==> src/hw/gcfg_pkg.sv <==
package gcfg_pkg;
    // register placement and reset
    localparam logic [6:0]  GCFG_ADDR_FLAGS   = 7'h00;
    localparam logic [31:0] GCFG_RESET_FLAGS  = 32'h00000000;
    localparam logic [31:0] GCFG_MASK_FLAGS   = 32'h001ff196;
    localparam logic [31:0] GCFG_RD_IDLE      = 32'h00000000;

    // field positions in global_config_flags
    localparam int GCFG_BIT_QUICK_IDLE   = 1;
    localparam int GCFG_BIT_PWM_EN       = 2;
    localparam int GCFG_BIT_SHAFT_INV    = 4;
    localparam int GCFG_BIT_AUX0_FN      = 7;
    localparam int GCFG_BIT_AUX1_FN      = 8;
    localparam int GCFG_BIT_AUX0_TYPE    = 12;
    localparam int GCFG_BIT_AUX1_TYPE    = 13;
    localparam int GCFG_BIT_NARROW_HYST  = 14;
    localparam int GCFG_BIT_HALT_EN      = 15;
    localparam int GCFG_BIT_DIRECT       = 16;
    localparam int GCFG_PULSE_LSB        = 17;
    localparam int GCFG_PULSE_MSB        = 20;

    // coil fields inside target_position_reg
    localparam int GCFG_COIL_W           = 9;
    localparam int GCFG_COIL_A_LSB       = 0;
    localparam int GCFG_COIL_B_LSB       = 16;
    localparam int GCFG_HOLD_W           = 5;
    localparam logic [5:0] GCFG_HOLD_ONE = 6'h01;

    // step frequency hysteresis shifts: 1/16 and 1/32
    localparam int GCFG_FREQ_W           = 20;
    localparam int GCFG_HYST_WIDE_SHIFT  = 4;
    localparam int GCFG_HYST_NARROW_SHIFT = 5;

    // standstill timeouts, in system clocks
    localparam int GCFG_IDLE_LONG_CLKS   = 2**20;
    localparam int GCFG_IDLE_SHORT_CLKS  = 2**18;
    localparam int GCFG_IDLE_CNT_W       = 21;
    localparam logic [3:0] GCFG_PULSE_TOGGLE = 4'h0;
endpackage : gcfg_pkg

==> src/hw/gcfg_step_if.sv <==
`timescale 1ns/1ps
interface gcfg_step_if;
    logic       step;
    logic [3:0] pulse_len;
    logic       quick_idle;
    logic       step_level;
    logic       standstill;

    modport ctrl  (output step, pulse_len, quick_idle,
                   input  step_level, standstill);
    modport pulse (input  step, pulse_len, output step_level);
    modport idle  (input  step, quick_idle, output standstill);
endinterface : gcfg_step_if

==> src/hw/gcfg_top.sv <==
`timescale 1ns/1ps
module gcfg_top
    import gcfg_pkg::*;
#(
    parameter int IDLE_LONG_CYC  = GCFG_IDLE_LONG_CLKS,
    parameter int IDLE_SHORT_CYC = GCFG_IDLE_SHORT_CLKS
) (
    // clock and reset
    input  wire logic                     clk,
    input  wire logic                     rstn,
    // register port from the serial host interface
    input  wire logic                     reg_wr,
    input  wire logic                     reg_rd,
    input  wire logic [6:0]               reg_addr,
    input  wire logic [31:0]              reg_wdata,
    output logic      [31:0]              reg_rdata,
    // neighbouring register contents
    input  wire logic [31:0]              target_position_reg,
    input  wire logic [GCFG_HOLD_W-1:0]   hold_current_setting,
    // sequencer side
    input  wire logic                     seq_step,
    input  wire logic                     seq_dir,
    input  wire logic [GCFG_COIL_W-1:0]   seq_coil_a,
    input  wire logic [GCFG_COIL_W-1:0]   seq_coil_b,
    output logic                          seq_run,
    output logic                          standstill,
    // step frequency comparison
    input  wire logic [GCFG_FREQ_W-1:0]   step_freq,
    input  wire logic [GCFG_FREQ_W-1:0]   freq_thresh,
    output logic                          freq_above,
    // chopper control
    input  wire logic                     vel_in_pwm_range,
    input  wire logic                     vel_low,
    output logic                          pwm_mode_on,
    output logic                          pwm_velreg_on,
    output logic                          pwm_autoscale_on,
    // coil and direction outputs
    output logic      [GCFG_COIL_W-1:0]   coil_a_out,
    output logic      [GCFG_COIL_W-1:0]   coil_b_out,
    output logic                          dir_out,
    // diagnostic sources
    input  wire logic                     uart_active,
    input  wire logic                     pos_compare,
    input  wire logic                     irq_req,
    // pins
    input  wire logic                     encoder_a_input,
    output logic                          aux_out_zero_pin_o,
    output logic                          aux_out_zero_pin_oe,
    output logic                          aux_out_one_o,
    output logic                          aux_out_one_oe
);
    logic [31:0] global_config_flags;
    logic        enc_meta;
    logic        enc_sync;
    logic        step_gated;
    logic        sig_zero;
    logic        sig_one;
    logic        next_zero_o;
    logic        next_zero_oe;
    logic        next_one_o;
    logic        next_one_oe;
    logic [GCFG_COIL_W-1:0] next_coil_a;
    logic [GCFG_COIL_W-1:0] next_coil_b;
    logic [5:0]              hold_mult;
    logic signed [14:0]      prod_a;
    logic signed [14:0]      prod_b;
    logic [GCFG_FREQ_W-1:0]  hyst;
    logic [GCFG_FREQ_W:0]    upper;
    logic [GCFG_FREQ_W-1:0]  lower;

    gcfg_step_if step_bus ();

    // one address decode shared by read and write paths
    function automatic logic gcfg_hit(input logic [6:0] addr);
        return addr == GCFG_ADDR_FLAGS;
    endfunction : gcfg_hit

    // register write, masked so undefined bits never store
    always_ff @(posedge clk) begin
        if (!rstn) begin
            global_config_flags <= GCFG_RESET_FLAGS;
        end else if (reg_wr && gcfg_hit(reg_addr)) begin
            global_config_flags <= reg_wdata & GCFG_MASK_FLAGS;
        end
    end

    // registered read data, zero for other addresses
    always_ff @(posedge clk) begin
        if (!rstn) begin
            reg_rdata <= GCFG_RD_IDLE;
        end else if (reg_rd && gcfg_hit(reg_addr)) begin
            reg_rdata <= global_config_flags & GCFG_MASK_FLAGS;
        end else begin
            reg_rdata <= GCFG_RD_IDLE;
        end
    end

    // encoder pin is asynchronous: two flops before any use
    always_ff @(posedge clk) begin
        if (!rstn) begin
            enc_meta <= 1'b0;
            enc_sync <= 1'b0;
        end else begin
            enc_meta <= encoder_a_input;
            enc_sync <= enc_meta;
        end
    end

    // hard halt blocks steps at the source, so standstill follows naturally
    always_ff @(posedge clk) begin
        if (!rstn) begin
            seq_run <= 1'b1;
        end else begin
            seq_run <= !(global_config_flags[GCFG_BIT_HALT_EN] && enc_sync);
        end
    end

    assign step_gated = seq_step && seq_run;

    // step stream into pulse shaper and idle timer
    assign step_bus.step       = step_gated;
    assign step_bus.pulse_len  =
        global_config_flags[GCFG_PULSE_MSB:GCFG_PULSE_LSB];
    assign step_bus.quick_idle = global_config_flags[GCFG_BIT_QUICK_IDLE];

    gcfg_step_pulse u_pulse (
        .clk  (clk),
        .rstn (rstn),
        .sp   (step_bus)
    );

    gcfg_idle_timer #(
        .IDLE_LONG_CYC  (IDLE_LONG_CYC),
        .IDLE_SHORT_CYC (IDLE_SHORT_CYC)
    ) u_idle (
        .clk  (clk),
        .rstn (rstn),
        .si   (step_bus)
    );

    always_ff @(posedge clk) begin
        if (!rstn) begin
            standstill <= 1'b0;
        end else begin
            standstill <= step_bus.standstill;
        end
    end

    // direct coil currents, scaled by (hold+1)/32 so 31 is full scale
    assign hold_mult = {1'b0, hold_current_setting} + GCFG_HOLD_ONE;
    // hold_mult reaches 32, so it needs a zero sign bit to stay positive
    assign prod_a = $signed(target_position_reg[GCFG_COIL_A_LSB +: GCFG_COIL_W])
                  * $signed({1'b0, hold_mult});
    assign prod_b = $signed(target_position_reg[GCFG_COIL_B_LSB +: GCFG_COIL_W])
                  * $signed({1'b0, hold_mult});

    always_comb begin
        if (global_config_flags[GCFG_BIT_DIRECT]) begin
            next_coil_a = prod_a[13:5];
            next_coil_b = prod_b[13:5];
        end else begin
            next_coil_a = seq_coil_a;
            next_coil_b = seq_coil_b;
        end
    end

    // coil and direction outputs
    always_ff @(posedge clk) begin
        if (!rstn) begin
            coil_a_out <= '0;
            coil_b_out <= '0;
            dir_out    <= 1'b0;
        end else begin
            coil_a_out <= next_coil_a;
            coil_b_out <= next_coil_b;
            dir_out    <= seq_dir ^ global_config_flags[GCFG_BIT_SHAFT_INV];
        end
    end

    // chopper enables; switching on while moving is left to software
    always_ff @(posedge clk) begin
        if (!rstn) begin
            pwm_mode_on      <= 1'b0;
            pwm_velreg_on    <= 1'b0;
            pwm_autoscale_on <= 1'b0;
        end else begin
            pwm_mode_on   <= global_config_flags[GCFG_BIT_PWM_EN]
                          && vel_in_pwm_range;
            pwm_velreg_on <= global_config_flags[GCFG_BIT_PWM_EN]
                          && !global_config_flags[GCFG_BIT_DIRECT];
            pwm_autoscale_on <= global_config_flags[GCFG_BIT_PWM_EN]
                && (!global_config_flags[GCFG_BIT_DIRECT] || vel_low);
        end
    end

    // frequency comparison with selectable hysteresis band
    assign hyst  = global_config_flags[GCFG_BIT_NARROW_HYST]
                 ? (freq_thresh >> GCFG_HYST_NARROW_SHIFT)
                 : (freq_thresh >> GCFG_HYST_WIDE_SHIFT);
    assign upper = {1'b0, freq_thresh} + {1'b0, hyst};
    assign lower = freq_thresh - hyst;

    always_ff @(posedge clk) begin
        if (!rstn) begin
            freq_above <= 1'b0;
        end else if ({1'b0, step_freq} > upper) begin
            freq_above <= 1'b1;
        end else if (step_freq < lower) begin
            freq_above <= 1'b0;
        end
    end

    // aux function select; UART use leaves aux one idle
    assign sig_zero = global_config_flags[GCFG_BIT_AUX0_FN]
                    ? step_bus.step_level : irq_req;
    assign sig_one  = uart_active ? 1'b0
                    : (global_config_flags[GCFG_BIT_AUX1_FN]
                       ? (seq_dir ^ global_config_flags[GCFG_BIT_SHAFT_INV])
                       : pos_compare);

    // open collector pulls low only while active; push-pull always drives
    always_comb begin
        if (global_config_flags[GCFG_BIT_AUX0_TYPE]) begin
            next_zero_o  = sig_zero;
            next_zero_oe = 1'b1;
        end else begin
            next_zero_o  = 1'b0;
            next_zero_oe = sig_zero;
        end
        if (global_config_flags[GCFG_BIT_AUX1_TYPE]) begin
            next_one_o  = sig_one;
            next_one_oe = 1'b1;
        end else begin
            next_one_o  = 1'b0;
            next_one_oe = sig_one;
        end
    end

    always_ff @(posedge clk) begin
        if (!rstn) begin
            aux_out_zero_pin_o  <= 1'b0;
            aux_out_zero_pin_oe <= 1'b0;
            aux_out_one_o       <= 1'b0;
            aux_out_one_oe      <= 1'b0;
        end else begin
            aux_out_zero_pin_o  <= next_zero_o;
            aux_out_zero_pin_oe <= next_zero_oe;
            aux_out_one_o       <= next_one_o;
            aux_out_one_oe      <= next_one_oe;
        end
    end

    AST_WRITE_READBACK: assert property (@(posedge clk) disable iff (!rstn)
        reg_wr && gcfg_hit(reg_addr) ##1 reg_rd && !reg_wr && gcfg_hit(reg_addr)
        |=> reg_rdata == ($past(reg_wdata, 2) & GCFG_MASK_FLAGS))
        else $error("written value not read back");
    AST_UNDEF_ZERO: assert property (@(posedge clk) disable iff (!rstn)
        (reg_rdata & ~GCFG_MASK_FLAGS) == 32'h00000000)
        else $error("undefined bit read as one");
    AST_HALT: assert property (@(posedge clk) disable iff (!rstn)
        (global_config_flags[GCFG_BIT_HALT_EN] && encoder_a_input)[*4]
        |-> !seq_run)
        else $error("sequencer not halted by encoder input");
    AST_DIRECT_COIL: assert property (@(posedge clk) disable iff (!rstn)
        global_config_flags[GCFG_BIT_DIRECT] && hold_current_setting == 5'h1f
        |=> coil_a_out == $past(target_position_reg[GCFG_COIL_W-1:0]))
        else $error("direct coil A current wrong at full hold");
    AST_SEQ_COIL: assert property (@(posedge clk) disable iff (!rstn)
        !global_config_flags[GCFG_BIT_DIRECT] |=> coil_b_out == $past(seq_coil_b))
        else $error("sequencer coil B current not passed");
    AST_DIR_INV: assert property (@(posedge clk) disable iff (!rstn)
        ##1 dir_out == ($past(seq_dir)
                        ^ $past(global_config_flags[GCFG_BIT_SHAFT_INV])))
        else $error("direction not inverted per config");
    AST_AUX0_PP: assert property (@(posedge clk) disable iff (!rstn)
        global_config_flags[GCFG_BIT_AUX0_TYPE]
        && global_config_flags[GCFG_BIT_AUX0_FN]
        |=> aux_out_zero_pin_oe && aux_out_zero_pin_o == $past(step_bus.step_level))
        else $error("aux zero does not carry step signal");
    AST_AUX0_OC: assert property (@(posedge clk) disable iff (!rstn)
        !global_config_flags[GCFG_BIT_AUX0_TYPE]
        && !global_config_flags[GCFG_BIT_AUX0_FN]
        |=> !aux_out_zero_pin_o && aux_out_zero_pin_oe == $past(irq_req))
        else $error("aux zero open collector wrong");
    AST_AUX1_POS: assert property (@(posedge clk) disable iff (!rstn)
        global_config_flags[GCFG_BIT_AUX1_TYPE] && !uart_active
        && !global_config_flags[GCFG_BIT_AUX1_FN]
        |=> aux_out_one_oe && aux_out_one_o == $past(pos_compare))
        else $error("aux one does not show position compare");
    AST_VELREG_OFF: assert property (@(posedge clk) disable iff (!rstn)
        global_config_flags[GCFG_BIT_DIRECT] |=> !pwm_velreg_on)
        else $error("velocity regulation active in override");
    AST_PWM_EN: assert property (@(posedge clk) disable iff (!rstn)
        !global_config_flags[GCFG_BIT_PWM_EN] |=> !pwm_mode_on)
        else $error("voltage PWM on while disabled");

    COV_HALT: cover property (@(posedge clk) disable iff (!rstn)
        seq_run ##1 !seq_run);
    COV_STANDSTILL: cover property (@(posedge clk) disable iff (!rstn)
        !standstill ##1 standstill);
    COV_DIRECT: cover property (@(posedge clk) disable iff (!rstn)
        global_config_flags[GCFG_BIT_DIRECT] && pwm_autoscale_on);
    COV_HYST: cover property (@(posedge clk) disable iff (!rstn)
        freq_above ##1 !freq_above);
endmodule : gcfg_top

==> src/hw/gcfg_step_pulse.sv <==
`timescale 1ns/1ps
module gcfg_step_pulse
    import gcfg_pkg::*;
(
    // clock and reset
    input  wire logic    clk,
    input  wire logic    rstn,
    // step stream
    gcfg_step_if.pulse   sp
);
    logic [3:0] hold_cnt;
    logic       level;

    assign sp.step_level = level;

    // toggle mode or fixed high time per step
    always_ff @(posedge clk) begin
        if (!rstn) begin
            hold_cnt <= 4'h0;
            level    <= 1'b0;
        end else if (sp.step && sp.pulse_len == GCFG_PULSE_TOGGLE) begin
            level    <= ~level;
            hold_cnt <= 4'h0;
        end else if (sp.step) begin
            level    <= 1'b1;
            hold_cnt <= sp.pulse_len;
        end else if (hold_cnt > 4'h1) begin
            hold_cnt <= hold_cnt - 4'h1;
        end else if (hold_cnt == 4'h1) begin
            hold_cnt <= 4'h0;
            level    <= 1'b0;
        end
    end

    AST_PULSE_TOGGLE: assert property (@(posedge clk) disable iff (!rstn)
        sp.step && sp.pulse_len == GCFG_PULSE_TOGGLE |=> level != $past(level))
        else $error("step output did not toggle");
    AST_PULSE_HIGH: assert property (@(posedge clk) disable iff (!rstn)
        sp.step && sp.pulse_len != GCFG_PULSE_TOGGLE
        |=> level && hold_cnt == $past(sp.pulse_len))
        else $error("step pulse not started with programmed length");
    AST_PULSE_END: assert property (@(posedge clk) disable iff (!rstn)
        hold_cnt == 4'h1 && !sp.step |=> !level)
        else $error("step pulse longer than programmed");
endmodule : gcfg_step_pulse

==> src/hw/gcfg_idle_timer.sv <==
`timescale 1ns/1ps
module gcfg_idle_timer
    import gcfg_pkg::*;
#(
    parameter int IDLE_LONG_CYC  = GCFG_IDLE_LONG_CLKS,
    parameter int IDLE_SHORT_CYC = GCFG_IDLE_SHORT_CLKS
) (
    // clock and reset
    input  wire logic    clk,
    input  wire logic    rstn,
    // step stream
    gcfg_step_if.idle    si
);
    localparam logic [GCFG_IDLE_CNT_W-1:0] LIM_LONG =
        GCFG_IDLE_CNT_W'(IDLE_LONG_CYC);
    localparam logic [GCFG_IDLE_CNT_W-1:0] LIM_SHORT =
        GCFG_IDLE_CNT_W'(IDLE_SHORT_CYC);

    logic [GCFG_IDLE_CNT_W-1:0] idle_cnt;
    logic [GCFG_IDLE_CNT_W-1:0] limit;
    logic                       still;

    assign limit         = si.quick_idle ? LIM_SHORT : LIM_LONG;
    assign si.standstill = still;

    // counter saturates, so a late switch to the short limit still fires
    always_ff @(posedge clk) begin
        if (!rstn) begin
            idle_cnt <= '0;
            still    <= 1'b0;
        end else if (si.step) begin
            idle_cnt <= '0;
            still    <= 1'b0;
        end else if (idle_cnt >= limit) begin
            still    <= 1'b1;
        end else begin
            idle_cnt <= idle_cnt + 1'b1;
        end
    end

    AST_IDLE_STEP_CLEARS: assert property (@(posedge clk) disable iff (!rstn)
        si.step |=> !still && idle_cnt == '0)
        else $error("step did not leave standstill");
    AST_IDLE_NOT_EARLY: assert property (@(posedge clk) disable iff (!rstn)
        !$past(still) && still |-> $past(idle_cnt) >= $past(limit))
        else $error("standstill declared before timeout");
endmodule : gcfg_idle_timer

==> config.mk <==
export PLATFORM = sky130hd
export DESIGN_NAME = gcfg_top
export DESIGN_NICKNAME = d
export VERILOG_FILES = /design/src/hw/gcfg_pkg.sv /design/src/hw/gcfg_step_if.sv /design/src/hw/gcfg_top.sv /design/src/hw/gcfg_step_pulse.sv /design/src/hw/gcfg_idle_timer.sv
export SDC_FILE = /design/constraint.sdc
export NUM_CORES = 1
export LEC_CHECK = 0
export BUFFER_PORTS_ARGS = -buffer_cell sky130_fd_sc_hd__clkbuf_2
export CAP_MARGIN = 20
export CORE_ASPECT_RATIO = 0.6
export CORE_MARGIN = 3
export CORE_UTILIZATION = 45
export DETAILED_ROUTE_END_ITERATION = 10
export MAX_ROUTING_LAYER = met4
export PLACE_DENSITY = 0.78
export SKIP_CTS_REPAIR_TIMING = 1
export SYNTH_ARGS = -nofsm -noshare
export SYNTH_HDL_FRONTEND = slang
export SYNTH_SLANG_ARGS = --single-unit
==> constraint.sdc <==
create_clock -name clk -period 5.2 [get_ports clk]
set_clock_uncertainty 0.1 [all_clocks]
set_input_delay 0 -clock clk [delete_from_list [all_inputs] [get_ports clk]]
set_output_delay 0 -clock clk [all_outputs]
set_load 0.02 [all_outputs]
-- Word level (Yosys, flattened, before mapping)
Index checks and enable logic that the tools add are counted.
- memories kept: 0
- latch bits: 0
- register bits after elaboration: 104
- memory bits (writable): 0
- ROM bits: 0
- mux-type cells: 18
- bitwise logic cells: 3
- shift-type cells: 0
- divide/modulo/power cells: 0
- $lt $le $gt $ge: 4
- equality and inequality tests: 2
- multiply operators: 2
- reduce and logical (&&, ||, !) cells: 22
- $add $sub $neg: 5
- operators with widths (operator ; number):
    9-bit by 7-bit multiplier with 14-bit output ; 2
    20-bit by 16-bit adder with 21-bit output ; 1
    21-bit by 1-bit adder with 21-bit output (second input constant) ; 1
    21-bit >= comparator ; 1
    20-bit by 21-bit > comparator with 1-bit output ; 1
    21-bit two-way mux ; 1
    20-bit less-than comparator ; 1
    20-bit by 16-bit subtractor with 20-bit output ; 1
    9-bit two-way mux ; 2
    16-bit two-way mux ; 1
    4-bit two-way mux ; 3
    1-bit two-way mux ; 11
    1-bit logical AND ; 8
    2-bit AND reduction ; 4
    7-bit zero test ; 1
    5-bit by 1-bit adder with 6-bit output (second input constant) ; 1
    3-bit nonzero test ; 2
    4-bit by 1-bit == test with 1-bit output (second input constant) ; 1
    4-bit by 1-bit > comparator with 1-bit output (second input constant) ; 1
    4-bit zero test ; 1
    2-bit OR reduction ; 2
    4-bit by 1-bit subtractor with 4-bit output (second input constant) ; 1
    3-bit by 1-bit inequality test with 1-bit output (second input constant) ; 1
    1-bit zero test ; 2
    other kinds (4) ; 5

-- Longest topological paths before layout
- depth in word-level cells: 5
- depth in mapped cells: 21
- depth with buffers taken out: 20

-- Modules after synthesis
From an unflattened synthesis, not the netlist that was laid out.
- cell total of the unflattened synthesis: 1163
- area, all modules: 10094.7 sq um
- by module, submodules not included (module ; seq. area each (sq um) ; area each (sq um) ; instances ; cells an instance):
    gcfg_top ; 1181.1 ; 8564.5 ; 1 ; 989
    gcfg_idle_timer ; 440.4 ; 1206.2 ; 1 ; 140
    gcfg_step_pulse ; 100.1 ; 324.1 ; 1 ; 34

-- Worst setup path before layout
No wires, ideal clock.
- path kind: input port to flip-flop
- start: input port hold_current_setting[0]
- end: register coil_a_out[8]
- data required time: 4.971 ns
- buffers on the path: 1
- stages on the path: 21
- setup slack: 0.573 ns
- arrival: 4.398 ns
- cell sequence: ha_1 -> nand3_1 -> xnor2_1 -> clkbuf_1 -> nor2b_1 -> ha_1 -> inv_1 -> fa_1 -> inv_1 -> fa_1 -> inv_1 -> fa_1 -> inv_1 -> ha_1 -> o21a_1 -> o21a_1 -> o221ai_1 -> nand2_1 -> o22ai_1 -> xnor2_1 -> o21ai_0
- longest elaborated chain between the ends: 3
- ends and longest elaborated chain (item ; line ; source):
    from (decl) ; gcfg_top.sv:19 ; input wire logic [GCFG_HOLD_W-1:0] hold_current_setting,
    5-bit by 1-bit adder with 6-bit output ; gcfg_top.sv:150 ; assign hold_mult = {1'b0, hold_current_setting} + GCFG_HOLD_ONE;
    9-bit by 7-bit multiplier with 14-bit output ; gcfg_top.sv:153 ; * $signed({1'b0, hold_mult});
    9-bit two-way mux ; gcfg_top.sv:158 ; if (global_config_flags[GCFG_BIT_DIRECT]) begin
    to (signal assigned) ; gcfg_top.sv:174 ; coil_a_out <= next_coil_a;
    to (decl) ; gcfg_top.sv:38 ; output logic [GCFG_COIL_W-1:0] coil_a_out,
Every way passes these cells.
A chain may end at the register's enable or synchronous reset.

-- Worst setup path after layout
- start: register global_config_flags[14]
- end: register freq_above
- longest elaborated chain between the ends: 4
- elaborated cells on any way between the ends: 7
- those cells by class: add/sub: 2; order compare: 2; mux: 2; reduce/logical: 1
- ends and longest elaborated chain (item ; line ; source):
    from (decl) ; gcfg_top.sv:52 ; logic [31:0] global_config_flags;
    from (signal assigned) ; gcfg_top.sv:83 ; global_config_flags <= reg_wdata & GCFG_MASK_FLAGS;
    16-bit two-way mux (*) ; gcfg_top.sv:198 ; ? (freq_thresh >> GCFG_HYST_NARROW_SHIFT)
    20-bit by 16-bit adder with 21-bit output / 20-bit by 16-bit subtractor with 20-bit output (equally long branches) ; gcfg_top.sv:200, gcfg_top.sv:201 ;
    20-bit by 21-bit > comparator with 1-bit output / 20-bit less-than comparator (equally long branches) ; gcfg_top.sv:206, gcfg_top.sv:208 ;
    1-bit two-way mux / 2-bit nonzero test (equally long branches) ; - ;
    to (signal assigned) ; gcfg_top.sv:205 ; freq_above <= 1'b0;
    to (signal assigned) ; gcfg_top.sv:207 ; freq_above <= 1'b1;
    to (signal assigned) ; gcfg_top.sv:209 ; freq_above <= 1'b0;
    to (decl) ; gcfg_top.sv:30 ; output logic freq_above,
Every way passes the cells marked *; elsewhere a longest branch is shown, timed or not.

==> results.cfg <==
[route]
firstDrtPassIters = 6
ant_nets = 0
wl_um = 25400
wl_per_cell_um = 15.8
first_iter_violations = 610
drc_errors = 0
vias = 8423
viasPerCell = 5.25

[die]
boundaryPins = 207
rows = 41
die_h_um = 120
core_area_sq_um = 21200
dieArea_sq_um = 23600
die_x_um = 196
start_util_pct = 46.1

[placement]
gp_congestion = 0.976
place_hpwl_um = 20800
place_ws_ns = 0.278
io_buffer_count = 156

[synthesis]
synth_compound_area_share_pct = 12.4
synth.avg_cell_area_sq_um = 8.58
yosysTopAreaCellShare_pct = 17.6
synth_edf_count = 0
ys_ff_latch = 86
ys_seq_area_share_pct = 17.6
yosys_warnings = 0
postSynthCellCount = 1139
synth_ff_type = dfxtp_1
synth_mux_area_share_pct = 3.61
synth.cell_area_sq_um = 9770
ys_types = 65
synthSimpleGateAreaFrac_pct = 20.7
synth_area_leader_cell = dfxtp_1
synth_fa_ha_area_share_pct = 30.6
synth_xor_area_share_pct = 6.99
ys_async_sr_fraction_pct = 0
ys_top_cells_by_area = dfxtp_1 (18%), ha_1 (17%), fa_1 (14%), inv_1 (5.3%), and2_1 (4.9%)
synth_top_family_by_area = adder cells

[global_route]
grt_pass1_wl_um = 40000
overflow = 0
grt_max_degree = 40
grt_use_total_pct = 21.8
antenna_found_initial = 1
grt_pass1_vias = 7830

[clock_tree]
clockBufferDepth = 2
numCtsBuffers = 9
cts.sink_count = 86
h-tree-depth = 3
clock_latency_ns = 0.34
cts_root_buf = clkbuf_16
path_clk_slew_ns = 0.07
cts_tree = yes

[worst_setup_path]
critPathMaxStageDelay_ns = 0.45
cp_common_cell = a21oi_1
critPathKind = register to register
cp.buffers_inverters = 1
cp.arrival_ns = 4.92
crit_required_ns = 5.33
crit_chain = buf_4, mux2_2, ha_1, fa_1, a21oi_1, o211ai_2, a2111oi_4, o31ai_1, a21oi_1, xnor2_1, ha_1, a21oi_1, nor2b_1, o21ai_0, a21oi_1, a211oi_1, o32ai_2
cpLargestDelayFamily = compound AO/OA/AOI/OAI gates
endpoint_kind = register
worst_setup_path_start_kind = register
path_max_fanout = 17
slowest_stage = a21oi_1

[pwr]
ir_drop_mv = 0.145
power_mw = 2.92
power_density_nw_per_um2 = 254
power_leakage_nw = 5.61

[timing]
worst_pin_slew_ns = 0.891
slew_headroom_pct = 40.5
whs_ns = -0.00865
hold_violations = 1
tns_ns = 0
fmax_mhz = 209
drv_slew = 0
fin_crit_ns = 4.79
rsz0062_at_grt = false
setup_viol = 0
layout_setup_ws_ns = 0.408
period_share_pct = 92.2

[layout]
nNetsFinal = 1663
syn_to_final_growth_pct = 17.4
drive_above_1_share_pct = 14.6

[run_status]
violations = negative hold slack
status = finished, violations left

[flow_run]
maxCapViolCount = 0

[hold_path]
hold_path.class = input port to register
-- metrics by stage --
stage | cell area, sq um | std cells | util, %
after detailed placement | 10800 | 1548 | 50.8
after CTS | 11100 | 1564 | 52.3
after floorplan | 9840 | 1156 | -
after global routing | 11500 | 1604 | 54.1
final | 11500 | 1605 | 54.1
after global placement | 10800 | 1548 | 50.8
-- cells in the final DEF (no fill, tap or decap), types with 51 or more instances in the layout --
cell	instances
a21oi_1	51
and2_1	77
clkbuf_2	156
dfxtp_1	86
fa_1	68
ha_1	130
inv_1	137
nand2_1	66
nor2_1	52
nor2b_1	55
xnor2_1	54
-- flip-flops by register name (all words and copies together), names as in the netlist, 4 cells and up --
register             flops
reg_rdata               14
u_pulse.hold_cnt         4
coil_b_out               9
coil_a_out               9
global_config_flags     14
u_idle.idle_cnt         21
-- cell families after synthesis --
| group | Yosys count |
|---|---|
| AND/OR/NAND/NOR | 371 |
| other | 1 |
| multiplexers | 35 |
| XOR/XNOR | 78 |
| AO/OA/AOI/OAI | 179 |
| adder cells (fa/ha/maj) | 198 |
| flip-flops | 86 |
| buffers and inverters | 191 |
-- cells in the mapped netlist, drive strengths merged, types with 3 or more instances --
| master | n |
|---|---|
| inv | 139 |
| ha | 130 |
| dfxtp | 86 |
| and2 | 77 |
| fa | 68 |
| nand2 | 66 |
| nor2b | 55 |
| xnor2 | 54 |
| a21oi | 52 |
| nor2 | 52 |
| o21ai | 44 |
| mux2i | 33 |
| clkbuf | 29 |
| xor2 | 24 |
| buf | 23 |
| nand3 | 21 |
| nand2b | 18 |
| nor3 | 15 |
| a21o | 14 |
| or3 | 14 |
| and3 | 13 |
| nand4 | 11 |
| o21a | 11 |
| a211oi | 9 |
| nor4 | 8 |
| and4 | 6 |
| a2111oi | 5 |
| o21bai | 5 |
| o31ai | 5 |
| or4 | 5 |
| a32oi | 4 |
| nand3b | 4 |
| o211ai | 4 |
| a21boi | 3 |
| a31oi | 3 |
| o221ai | 3 |
-- final timing paths --
check                                        from                         to  slack [ns]  depth (start not counted)
min                                   pos_compare  aux_out_one_oe$_SDFF_PN0_      -0.009                          4
max          global_config_flags[14]$_SDFFE_PN0P_    freq_above$_SDFFE_PN0P_        0.41                         17
min reg2reg                   enc_sync$_SDFF_PN0_         seq_run$_SDFF_PN1_        0.29                          1
max reg2reg  global_config_flags[14]$_SDFFE_PN0P_    freq_above$_SDFFE_PN0P_        0.41                         17
-- worst register-to-register path: stages, from the launching register on --
cell	delay, ns
dfxtp_1	0.44
buf_4	0.32
mux2_2	0.43
ha_1	0.22
fa_1	0.41
a21oi_1	0.45
o211ai_2	0.20
a2111oi_4	0.45
o31ai_1	0.11
a21oi_1	0.25
xnor2_1	0.18
ha_1	0.28
a21oi_1	0.15
nor2b_1	0.05
o21ai_0	0.19
a21oi_1	0.10
a211oi_1	0.23
o32ai_2	0.11
-- cell type report --
type                            instances  area (sq um)
Tap cell                              279           349
Multi-Input combinational cell        879          7320
Timing Repair Buffer                  204          1250
Antenna cell                            2          5.00
Inverter                              139           522
Clock inverter                          6          75.1
Fill cell                            1931          9710
Clock buffer                           10           229
Sequential cell                        86          1720
-- routing by layer --
layer  vias up  part of all wire [%]  track usage (%)  wire [um]
met3        33                   6.7             4.41       1690
met1      3992                    50             32.6      12800
met2       241                    41             29.8      10500
li1       4157                     -                -          -
met4         0                   1.8             5.30        469
met5         -                     0                -          0
-- where the power goes --
group	total, mW	leakage (nW)	internal, mW	switching, mW
Sequential	0.679	0.700	0.672	0.00669
Combinational	1.56	4.75	0.692	0.867
Clock	0.678	0.151	0.382	0.296
Total	2.92	5.61	1.75	1.17
(Power assumes the default switching activity.)
